==> src/rtl/tic_pkg.sv <==
// Shared constants for the time interval counter block
package tic_pkg;
   // Register addresses on the special-function-register port
   localparam logic [7:0] ADDR_CTRL     = 8'ha1;
   localparam logic [7:0] ADDR_FRACTION = 8'ha2;
   localparam logic [7:0] ADDR_SECONDS  = 8'ha3;
   localparam logic [7:0] ADDR_MINUTES  = 8'ha4;
   localparam logic [7:0] ADDR_HOURS    = 8'ha5;
   localparam logic [7:0] ADDR_TARGET   = 8'ha6;
   // Control register field positions
   localparam int BIT_TICK_EN    = 0;
   localparam int BIT_IVL_EN     = 1;
   localparam int BIT_MATCH_FLAG = 2;
   localparam int BIT_ONE_SHOT   = 3;
   localparam int BIT_TB_LO      = 4;
   localparam int BIT_TB_HI      = 5;
   localparam int BIT_RSVD6      = 6;
   localparam logic [7:0] CTRL_RESET = 8'h00;
   localparam logic [7:0] ZERO_BYTE  = 8'h00;
   // Counter terminal values
   localparam logic [7:0] FRACTION_MAX = 8'h7f;
   localparam logic [7:0] SECONDS_MAX  = 8'h3b;
   localparam logic [7:0] MINUTES_MAX  = 8'h3b;
   localparam logic [7:0] HOURS_MAX    = 8'h17;
   // Timebase selector codes
   localparam logic [1:0] TB_FRACTION = 2'h0;
   localparam logic [1:0] TB_SECONDS  = 2'h1;
   localparam logic [1:0] TB_MINUTES  = 2'h2;
   localparam logic [1:0] TB_HOURS    = 2'h3;
   // Crystal divider: 32768 Hz / 256 = 128 Hz
   localparam int XTAL_DIV = 256;
endpackage

==> src/rtl/tic_tick_if.sv <==
// Tick signal passed between the block's modules
`timescale 1ns/100ps
interface tic_tick_if;
   logic tick;
   modport src (output tick);
   modport snk (input tick);
endinterface

==> src/rtl/tic_xtal_sync.sv <==
// Crystal clock synchroniser and divide-by-256 tick generator
`timescale 1ns/100ps
module tic_xtal_sync (
   input  wire logic core_clk_in,
   input  wire logic sys_rst_in,
   input  wire logic xtal_in,
   tic_tick_if.src   tk
);
   typedef struct packed {
      logic       sync1;
      logic       sync2;
      logic       last;
      logic [7:0] div;
      logic       tick;
   } tic_sync_s;
   tic_sync_s st_reg;
   tic_sync_s st_next;

   // Count crystal rising edges; pulse tick once per 256 edges
   always_comb begin
      st_next = st_reg;
      st_next.sync1 = xtal_in;
      st_next.sync2 = st_reg.sync1;
      st_next.last  = st_reg.sync2;
      st_next.tick  = 1'b0;
      if (st_reg.sync2 && !st_reg.last) begin
         st_next.div = st_reg.div + 8'h01;
         if (st_reg.div == 8'((tic_pkg::XTAL_DIV) - 1)) begin
            st_next.tick = 1'b1;
         end
      end
   end

   always_ff @(posedge core_clk_in) begin
      if (sys_rst_in) begin
         st_reg <= '0;
      end else begin
         st_reg <= st_next;
      end
   end

   assign tk.tick = st_reg.tick;
endmodule

==> src/rtl/tic_cascade.sv <==
// Cascaded fraction, second, minute and hour counters
`timescale 1ns/100ps
module tic_cascade (
   input  wire logic       core_clk_in,
   input  wire logic       sys_rst_in,
   input  wire logic       run_in,
   input  wire logic       clr_in,
   input  wire logic       wr_in,
   input  wire logic [7:0] addr_in,
   input  wire logic [7:0] wdata_in,
   tic_tick_if.snk         tk,
   output      logic [7:0] fraction_out,
   output      logic [7:0] seconds_out,
   output      logic [7:0] minutes_out,
   output      logic [7:0] hours_out,
   output      logic [3:0] wrap_out
);
   typedef struct packed {
      logic [7:0] fr;
      logic [7:0] sc;
      logic [7:0] mn;
      logic [7:0] hr;
      logic [3:0] wrap;
   } tic_casc_s;
   tic_casc_s st_reg;
   tic_casc_s st_next;
   logic      adv;
   assign adv = run_in && tk.tick;

   // Ripple carry through the four time registers
   always_comb begin
      st_next      = st_reg;
      st_next.wrap = 4'h0;
      if (clr_in) begin
         st_next.fr = tic_pkg::ZERO_BYTE;
         st_next.sc = tic_pkg::ZERO_BYTE;
         st_next.mn = tic_pkg::ZERO_BYTE;
         st_next.hr = tic_pkg::ZERO_BYTE;
      end else if (adv) begin
         st_next.wrap[0] = 1'b1;
         if (st_reg.fr >= tic_pkg::FRACTION_MAX) begin
            st_next.fr      = tic_pkg::ZERO_BYTE;
            st_next.wrap[1] = 1'b1;
            if (st_reg.sc >= tic_pkg::SECONDS_MAX) begin
               st_next.sc      = tic_pkg::ZERO_BYTE;
               st_next.wrap[2] = 1'b1;
               if (st_reg.mn >= tic_pkg::MINUTES_MAX) begin
                  st_next.mn      = tic_pkg::ZERO_BYTE;
                  st_next.wrap[3] = 1'b1;
                  if (st_reg.hr >= tic_pkg::HOURS_MAX) begin
                     st_next.hr = tic_pkg::ZERO_BYTE;
                  end else begin
                     st_next.hr = st_reg.hr + 8'h01;
                  end
               end else begin
                  st_next.mn = st_reg.mn + 8'h01;
               end
            end else begin
               st_next.sc = st_reg.sc + 8'h01;
            end
         end else begin
            st_next.fr = st_reg.fr + 8'h01;
         end
      end else if (wr_in && !run_in) begin
         case (addr_in)
            tic_pkg::ADDR_FRACTION: st_next.fr = wdata_in;
            tic_pkg::ADDR_SECONDS:  st_next.sc = wdata_in;
            tic_pkg::ADDR_MINUTES:  st_next.mn = wdata_in;
            tic_pkg::ADDR_HOURS:    st_next.hr = wdata_in;
            default:                st_next.fr = st_reg.fr;
         endcase
      end
   end

   always_ff @(posedge core_clk_in) begin
      if (sys_rst_in) begin
         st_reg <= '0;
      end else begin
         st_reg <= st_next;
      end
   end

   assign fraction_out = st_reg.fr;
   assign seconds_out  = st_reg.sc;
   assign minutes_out  = st_reg.mn;
   assign hours_out    = st_reg.hr;
   assign wrap_out     = st_reg.wrap;
endmodule

==> src/rtl/tic_top.sv <==
// Time interval counter top: control, interval counter and register port
`timescale 1ns/100ps
module tic_top (
   input  wire logic       core_clk_in,
   input  wire logic       sys_rst_in,
   input  wire logic       xtal_in,
   input  wire logic       sfr_wr_in,
   input  wire logic       sfr_rd_in,
   input  wire logic [7:0] sfr_addr_in,
   input  wire logic [7:0] sfr_wdata_in,
   input  wire logic       irq_enable_in,
   input  wire logic       power_down_in,
   output      logic [7:0] sfr_rdata_out,
   output      logic       sfr_hit_out,
   output      logic       irq_out,
   output      logic       wake_out
);
   ////////////////////////////////////////////////////////////////////////////
   typedef struct packed {
      logic [7:0] ctrl;
      logic [7:0] target;
      logic [7:0] ivl;
      logic [7:0] rdata;
      logic       hit;
      logic       irq;
      logic       wake;
   } tic_top_s;
   tic_top_s   st_reg;
   tic_top_s   st_next;
   tic_tick_if tk ();
   logic [7:0] fr;
   logic [7:0] sc;
   logic [7:0] mn;
   logic [7:0] hr;
   logic [3:0] wraps;
   logic       run;
   logic       ivl_step;
   logic       wr_ctrl;
   logic       time_clr;

   // tick derived from the crystal, not the core PLL
   tic_xtal_sync u_sync (
      .core_clk_in (core_clk_in),
      .sys_rst_in  (sys_rst_in),
      .xtal_in     (xtal_in),
      .tk          (tk)
   );

   assign run = st_reg.ctrl[tic_pkg::BIT_TICK_EN];

   // dropping the gate clears times
   // Only the falling write clears, so loads made while stopped survive
   assign time_clr = wr_ctrl && run && !sfr_wdata_in[tic_pkg::BIT_TICK_EN];

   tic_cascade u_casc (
      .core_clk_in  (core_clk_in),
      .sys_rst_in   (sys_rst_in),
      .run_in       (run),
      .clr_in       (time_clr),
      .wr_in        (sfr_wr_in),
      .addr_in      (sfr_addr_in),
      .wdata_in     (sfr_wdata_in),
      .tk           (tk),
      .fraction_out (fr),
      .seconds_out  (sc),
      .minutes_out  (mn),
      .hours_out    (hr),
      .wrap_out     (wraps)
   );

   ////////////////////////////////////////////////////////////////////////////
   // select timebase overflow
   always_comb begin
      case (st_reg.ctrl[tic_pkg::BIT_TB_HI:tic_pkg::BIT_TB_LO])
         tic_pkg::TB_FRACTION: ivl_step = wraps[0];
         tic_pkg::TB_SECONDS:  ivl_step = wraps[1];
         tic_pkg::TB_MINUTES:  ivl_step = wraps[2];
         tic_pkg::TB_HOURS:    ivl_step = wraps[3];
         default:              ivl_step = 1'b0;
      endcase
   end

   assign wr_ctrl = sfr_wr_in && (sfr_addr_in == tic_pkg::ADDR_CTRL);

   // Control, interval counter and read path
   always_comb begin
      st_next = st_reg;
      // bits 7:6 stored as written, software owns them
      if (wr_ctrl) begin
         st_next.ctrl = sfr_wdata_in;
      end
      if (sfr_wr_in && sfr_addr_in == tic_pkg::ADDR_TARGET) begin
         st_next.target = sfr_wdata_in;
      end
      if (!st_reg.ctrl[tic_pkg::BIT_IVL_EN] || !run) begin
         st_next.ivl = tic_pkg::ZERO_BYTE;
      end else if (ivl_step) begin
         st_next.ivl = st_reg.ivl + 8'h01;
         if (st_next.ivl == st_reg.target) begin
            // match sets sticky flag; set beats a same-cycle clear
            st_next.ctrl[tic_pkg::BIT_MATCH_FLAG] = 1'b1;
            st_next.ivl = tic_pkg::ZERO_BYTE;
            if (st_reg.ctrl[tic_pkg::BIT_ONE_SHOT]) begin
               st_next.ctrl[tic_pkg::BIT_IVL_EN] = 1'b0;
            end
         end
      end
      st_next.irq  = st_next.ctrl[tic_pkg::BIT_MATCH_FLAG] && irq_enable_in;
      st_next.wake = st_next.irq && power_down_in;
      st_next.hit  = sfr_rd_in && (sfr_addr_in >= tic_pkg::ADDR_CTRL) && (sfr_addr_in <= tic_pkg::ADDR_TARGET);
      case (sfr_addr_in)
         tic_pkg::ADDR_CTRL:     st_next.rdata = st_reg.ctrl;
         tic_pkg::ADDR_FRACTION: st_next.rdata = fr;
         tic_pkg::ADDR_SECONDS:  st_next.rdata = sc;
         tic_pkg::ADDR_MINUTES:  st_next.rdata = mn;
         tic_pkg::ADDR_HOURS:    st_next.rdata = hr;
         tic_pkg::ADDR_TARGET:   st_next.rdata = st_reg.target;
         default:                st_next.rdata = tic_pkg::ZERO_BYTE;
      endcase
   end

   always_ff @(posedge core_clk_in) begin
      if (sys_rst_in) begin
         st_reg <= '0;
      end else begin
         st_reg <= st_next;
      end
   end

   assign sfr_rdata_out = st_reg.rdata;
   assign sfr_hit_out   = st_reg.hit;
   assign irq_out       = st_reg.irq;
   assign wake_out      = st_reg.wake;

   ////////////////////////////////////////////////////////////////////////////
   a_flag_sticky: assert property (@(posedge core_clk_in) disable iff (sys_rst_in)
      st_reg.ctrl[tic_pkg::BIT_MATCH_FLAG] && !wr_ctrl |=> st_reg.ctrl[tic_pkg::BIT_MATCH_FLAG])
      else $error("match flag dropped");
   a_irq_gate: assert property (@(posedge core_clk_in) disable iff (sys_rst_in)
      !irq_enable_in |=> !irq_out)
      else $error("irq without enable");
   a_ivl_zero: assert property (@(posedge core_clk_in) disable iff (sys_rst_in)
      !st_reg.ctrl[tic_pkg::BIT_IVL_EN] |=> st_reg.ivl == tic_pkg::ZERO_BYTE)
      else $error("interval counter not cleared");
   a_one_shot: assert property (@(posedge core_clk_in) disable iff (sys_rst_in)
      run && ivl_step && st_reg.ctrl[tic_pkg::BIT_IVL_EN] && st_reg.ctrl[tic_pkg::BIT_ONE_SHOT] && !wr_ctrl
      && (st_reg.ivl + 8'h01 == st_reg.target) |=> !st_reg.ctrl[tic_pkg::BIT_IVL_EN])
      else $error("one-shot did not stop");
   a_reload: assert property (@(posedge core_clk_in) disable iff (sys_rst_in)
      run && ivl_step && st_reg.ctrl[tic_pkg::BIT_IVL_EN] && (st_reg.ivl + 8'h01 == st_reg.target)
      |=> st_reg.ivl == tic_pkg::ZERO_BYTE && st_reg.ctrl[tic_pkg::BIT_MATCH_FLAG])
      else $error("timeout did not reload");
   a_sec_range: assert property (@(posedge core_clk_in) disable iff (sys_rst_in)
      run && sc <= tic_pkg::SECONDS_MAX |=> sc <= tic_pkg::SECONDS_MAX)
      else $error("seconds out of range");
   a_hour_range: assert property (@(posedge core_clk_in) disable iff (sys_rst_in)
      run && hr <= tic_pkg::HOURS_MAX |=> hr <= tic_pkg::HOURS_MAX)
      else $error("hours out of range");
   a_stop_hold: assert property (@(posedge core_clk_in) disable iff (sys_rst_in)
      !run && !sfr_wr_in |=> $stable(fr) && $stable(hr))
      else $error("time moved while stopped");
   a_gate_clear: assert property (@(posedge core_clk_in) disable iff (sys_rst_in)
      time_clr |=> fr == tic_pkg::ZERO_BYTE && sc == tic_pkg::ZERO_BYTE
      && mn == tic_pkg::ZERO_BYTE && hr == tic_pkg::ZERO_BYTE)
      else $error("time registers not cleared");
endmodule

==> config.mk <==
export PLATFORM = sky130hd
export DESIGN_NAME = tic_top
export DESIGN_NICKNAME = d
export VERILOG_FILES = /design/src/rtl/tic_pkg.sv /design/src/rtl/tic_tick_if.sv /design/src/rtl/tic_xtal_sync.sv /design/src/rtl/tic_cascade.sv /design/src/rtl/tic_top.sv
export SDC_FILE = /design/constraint.sdc
export NUM_CORES = 1
export LEC_CHECK = 0
export BUFFER_PORTS_ARGS = -buffer_cell sky130_fd_sc_hd__buf_2
export CAP_MARGIN = 40
export CORE_MARGIN = 10
export CORE_UTILIZATION = 62
export DETAILED_ROUTE_END_ITERATION = 10
export HOLD_SLACK_MARGIN = 0.08
export PLACE_DENSITY_LB_ADDON = 0.05
export SYNTH_ARGS = -nofsm -noshare
export SYNTH_HDL_FRONTEND = slang
export SYNTH_SLANG_ARGS = --single-unit
==> constraint.sdc <==
create_clock -name core_clk_in -period 3.75 [get_ports core_clk_in]
set_input_delay 0.1875 -clock core_clk_in [delete_from_list [all_inputs] [get_ports core_clk_in]]
set_output_delay 0.1875 -clock core_clk_in [all_outputs]
set_load 0.01 [all_outputs]
==> results of run 1 <==
[synth_stat cells, drive strengths merged, types with 5 or more instances]
master  instances  share of area
a22oi          13          0.022
clkbuf         13          0.011
nor2           53          0.046
nand3          26          0.030
o31ai           8          0.014
mux2i          25          0.057
o22ai           9          0.013
o21ai          30          0.034
and2            8          0.011
a211oi          7          0.012
nor2b          14          0.020
a21oi          25          0.029
ha              6          0.017
xor2            7          0.014
nor3            6         0.0095
nand2          37          0.032
a31oi           5         0.0072
dfxtp          83           0.38
xnor2           6          0.012
and3            5         0.0072
inv            12          0.010
a221oi          8          0.016
nand2b          6         0.0086
nand4           9          0.013
buf            21          0.030
[repair_timing]
action / in CTS / in global routing
hold buffers: 3 / 0
hold endpoints to repair: 3 / 0
gates resized for setup: 0 / 0
[worst max-delay path, cell delays in order (launching register included)]
cell and delay, ns:
dfxtp_1 0.46, ha_1 0.42, nor2b_1 0.23, o21ai_0 0.11, a211oi_1 0.35, o2111ai_4 0.27, nand3_1 0.36, o311ai_1 0.15
[power by group]
part	switching (mW)	internal [mW]
combinational	0.0565	0.0292
clock	0.348	0.332
sequential	0.00218	0.884
total	0.407	1.24
[path summary, 6_finish.rpt]
| check | startpoint | to | slack [ns] | cells after the start |
|---|---|---|---|---|
| setup / recovery | st_reg[11] | st_reg[18] | 1.28 | 7 |
| hold / removal | power_down_in | wake_out | 0.1 | 2 |
| setup reg to reg | st_reg[11] | st_reg[18] | 1.28 | 7 |
| hold reg to reg | u_sync.st_next[10] | u_sync.st_next[9] | 0.44 | 1 |
[metrics by stage]
stage	area (um^2)	util
floorplan	4370	-
global placement	4510	0.660
detailed placement	4510	0.660
CTS	4750	0.695
global route	4750	0.695
finish	4750	0.695
[cells by family (layout without fill, tap and decap cells)]
kind of cell / count (synthesis) / after routing / synth area share
simple gates: 187 / 187 / 0.228
compound gates: 141 / 141 / 0.223
flops: 83 / 83 / 0.381
buf+inv: 46 / 70 / 0.0519
mux: 30 / 30 / 0.0728
xor+xnor: 13 / 13 / 0.0261
fa+ha+maj: 6 / 6 / 0.0172
[area by class of cell]
class                      instances  share of cell area
sequential                        83               0.350
multi-input combinational        377               0.521
tap                               96              0.0253
clock buffer                      10              0.0290
timing repair buffer              42              0.0500
clock inverter                     6              0.0150
inverter                          12             0.00948
[layer usage]
layer	routed length, um	up-vias
met5	0	-
met4	353	0
met3	746	30
met2	5650	166
met1	4760	1905
li1	-	1901
==> results.toml, run 1 <==
[power_and_ir_drop]
power.density_nw_per_um2 = 348
total_power_mw = 1.65
max-vdd-ir-drop_mv = 0.184
power.leakage_nw = 1.76

[logic_synthesis]
synthCells = 506
synth_area_um2 = 4370
syn_avg_cell_area_um2 = 8.63
synth_seq_cells = 83
ys_warn_count = 0
synth_flop_cell = "dfxtp_1"
synth_fp_nets = 535
synth.distinct_cells = 64
ys_async_sr_fraction = 0
yosysSeqAreaShare = 0.381
synth-edff-count = 0

[clock_tree]
clock_path_buffers = 2
cts_buffers = 9
cts_tree = "built"
clk_latency_ns = 0.36
numClockSinks = 83
htree_levels = 3
cts_root_buffer = "clkbuf_8"
clkSlewWorstSetupHoldPaths_ns = 0.09
cts_setup_buffers = 0

[global_route]
grt_pass1_vias = 3687
grt-ovfl-total = 0
grtUsageTotal = 0.208
grt_start_max_net_pins = 45
use_met1 = 0.250
top_usage_layer = "met2"
grtUsageMet3 = 0.0390
antenna_found_initial = 0
grt_pass1_wl_um = 18800
grtUsageMet2 = 0.353

[worst_setup_path]
crit_type = "reg -> reg"
endpoint_kind = "register"
crit_fanout = 11
critPathArrivalTime_ns = 2.71
start_kind = "register"
crit_required_ns = 3.99

[sta]
tightest_slew_ns = 0.920
final.setup_skew_ns = 0.0130
hold_viol = 0
rsz0062_at_grt = "no"
setup_ws_ns = 1.28
hold_ws_ns = 0.0977
fmax_ghz = 0.405
finalMaxSlewViolations = 0
max-slew-margin-rel = 0.387
setup-violations-final = 0
fin_crit_ns = 2.47
tns_ns = 0
finalCritPeriodShare = 0.659

[route]
via_count = 4002
drt_iter0_drc = 339
drtAntennaViolNets = 0
drcViolationCount = 0
post_drt_wl_per_cell_um = 18.4
drtPass1Iterations = 5
routed_via_density = 6.39
finalWirelength_um = 11500

[floorplanning]
ios = 34
die_w_um = 104
rows = 30
coreArea_um2 = 6830
die_y_um = 104
initial_core_util = 0.639
die-area_um2 = 10800

[place]
place_inst = 607
portBuffers = 33
dp_hpwl_um = 8450
gp_congestion = 0.977
pre_cts_ws_ns = 1.25

[finish]
drive_gt1_frac = 0.130
n_antenna_cell = 0
final_common_cell = "dfxtp_1"
nets = 554
fillers = 587
mostFrequentLayoutCells = "dfxtp_1 (83), nor2_1 (53), nand2_1 (36)"
regArea_um2 = 1660
multi_input_area_um2 = 2480
largest_reg_flops = 23
syn_to_final_growth_pct = 8.83
stdcell_count = 626

[hold_path]
hold_class = "in -> reg"

[status]
status = "finished, final reports clean"

[flow_run]
cap_violations = 0
No activity file was read; power rests on OpenSTA's default activity.
==> run 2, diff against run 1 <==
--- a/config.mk
+++ b/config.mk
@@ -8,7 +8,7 @@
 export BUFFER_PORTS_ARGS = -buffer_cell sky130_fd_sc_hd__buf_2
 export CAP_MARGIN = 40
 export CORE_MARGIN = 10
-export CORE_UTILIZATION = 62
+export CORE_UTILIZATION = 60
 export DETAILED_ROUTE_END_ITERATION = 10
 export HOLD_SLACK_MARGIN = 0.08
 export PLACE_DENSITY_LB_ADDON = 0.05
==> constraint.sdc (replaced) <==
create_clock -name core_clk_in -period 2.3 [get_ports core_clk_in]
set_input_delay 0.115 -clock core_clk_in [delete_from_list [all_inputs] [get_ports core_clk_in]]
set_output_delay 0.115 -clock core_clk_in [all_outputs]
set_load 0.01 [all_outputs]
==> run 2 against run 1 <==
  * Via count increased by 4.1%
  * Register-to-register slack got worse by 1.2 ns
  * Sequential cell count stayed put
  * Count of clock-buffer cells in the layout down 1
  * Worst hold slack improved by 0.024 ns
  * Global-route usage increased by 1.6 points
  * Clock power grew 75%
  * Non-clock buffer count is 28 higher
  * First-iteration DRC count rose by 3.8%
  * Critical path depth unchanged
  * Fmax grew 13%
  * Total power rose by 70%
==> results.toml, run 2 (synthesis gave the netlist of run 1 again) <==
[route]
drt_iter0_drc = 352
routed_via_density = 6.33
drcViolationCount = 0
finalWirelength_um = 12400
drtAntennaViolNets = 0
drtPass1Iterations = 5
via_count = 4166
post_drt_wl_per_cell_um = 18.9

[finish]
stdcell_count = 658
nets = 582
mostFrequentLayoutCells = "dfxtp_1 (81), nor2_1 (53), nand2_1 (36)"
final_common_cell = "dfxtp_1"
syn_to_final_growth_pct = 15.5
drive_gt1_frac = 0.168
post-route-cell-area_um2 = 5040
largest_reg_flops = 23
final_util = 0.703

[clock_tree]
clkSlewWorstSetupHoldPaths_ns = 0.09
numClockSinks = 83
htree_levels = 3
cts_buffers = 9
clk_latency_ns = 0.37
cts_root_buffer = "clkbuf_8"
clock_path_buffers = 2
cts_tree = "built"
cts_setup_buffers = 0

[floorplanning]
rows = 31
ios = 34
die_y_um = 105
coreArea_um2 = 7180
initial_core_util = 0.608
die_w_um = 105
die-area_um2 = 11100

[sta]
tns_ns = 0
final.setup_skew_ns = 0.00605
fin_crit_ns = 2.18
finalMaxSlewViolations = 0
setup-violations-final = 0
fmax_ghz = 0.458
rsz0062_at_grt = "no"
max-slew-margin-rel = 0.568
tightest_slew_ns = 0.646
finalCritPeriodShare = 0.949
hold_viol = 0
setup_ws_ns = 0.117

[place]
dp_hpwl_um = 9120
portBuffers = 33
place_inst = 629
gp_congestion = 0.954
postPlaceCellArea_um2 = 4670
pre_cts_ws_ns = 0.108

[hold_path]
hp-start = "sys_rst_in"
hold_class = "in -> reg"
hold_depth = 2
worstHoldEndpoint = "st_reg[21]"

[global_route]
grt-ovfl-total = 0
grt_start_max_net_pins = 25
antenna_found_initial = 1
grt_pass1_vias = 4032
grt_pass1_wl_um = 20300
grtUsageTotal = 0.224

[worst_setup_path]
path_delay_family = "compound AO/OA/AOI/OAI gates"
cpMaxStageDelayCell = "dfxtp_1"
reg2reg_to = "u_casc.minutes_out[4]"
reg2reg_slack_ns = 0.12
critPathArrivalTime_ns = 2.44
crit_type = "reg -> reg"
crit_required_ns = 2.56
critPathLaunch = "u_casc.seconds_out[0]"
max_stage_delay_ns = 0.35
crit_fanout = 7
start_kind = "register"
path_cells = "ha_1, or2_2, a311o_1, nand4_1, inv_1, a21o_1, a32o_1"
r2r-start = "u_casc.seconds_out[0]"
worst-r2r-cell-count = 7
endpoint_kind = "register"
cp.buffers_inverters = 1

[power_and_ir_drop]
power.leakage_nw = 1.91
max-vdd-ir-drop_mv = 0.336
power.density_nw_per_um2 = 557

[status]
status = "finished, final reports clean"

[flow_run]
cap_violations = 0
-- run 2: cell count changes in the layout (fill, tap and decap cells not counted), sizes merged --
cell / delta
buf: +19
dlygate4sd3: +9
clkinv: +2
bufinv: +1
clkbuf: -1
clkinvlp: -1
diode: +1
inv: -1
-- run 2: metal layers --
metal / vias up / wire length, um / track usage
li1: 1963 / - / -
met1: 1954 / 5040 / 0.272
met2: 206 / 6010 / 0.368
met3: 43 / 959 / 0.0487
met4: 0 / 434 / 0.111
met5: - / 0 / 0
-- run 2: final cells by class --
type | instances | area, um^2
diodes | 1 | 2.50
repair buffers | 70 | 485
multi-input cells | 377 | 2500
well taps | 99 | 124
fillers | 573 | 2130
clock buffers | 9 | 124
clock inverters | 7 | 101
inverters | 12 | 45.0
flip-flops and latches | 83 | 1660
-- run 2: per-stage QoR --
stage	hold WS [ns]	power, mW
global placement	0.339	1.63
global route	0.141	2.90
finish	0.122	2.81
CTS	0.116	2.82
floorplan	0.243	1.56
detailed placement	0.359	1.63
-- run 2: worst register-to-register path, cell delays in order (launching register included) --
cell     delay (ns)
dfxtp_1        0.35
ha_1           0.25
or2_2          0.31
a311o_1        0.35
nand4_1        0.24
inv_1          0.12
a21o_1         0.18
a32o_1         0.26
-- run 2: timing repair --
action	4_1_cts	5_1_grt
resized for setup	0	7
hold endpoints to repair	17	0
hold buffers	12	0
endpoints found under the setup margin	0	7
-- run 2: power breakdown --
group | switching (mW) | leakage (nW) | internal (mW) | total (mW)
Clock | 0.571 | 0.111 | 0.620 | 1.19
Sequential | 0.00372 | 0.670 | 1.44 | 1.44
Combinational | 0.106 | 1.13 | 0.0697 | 0.175
-- run 2: how the worst max path moves through the flow --
stage	to	slack (ns)	cells past startpoint
2_1_floorplan	wake_out	0.23	8
3_3_place_gp	u_casc.seconds_out[4]	0.16	7
3_5_place_dp	u_casc.seconds_out[4]	0.11	7
4_1_cts	u_casc.seconds_out[4]	0.07	7
5_1_grt	st_reg[17]	0.006	8
6_report	u_casc.minutes_out[4]	0.12	7
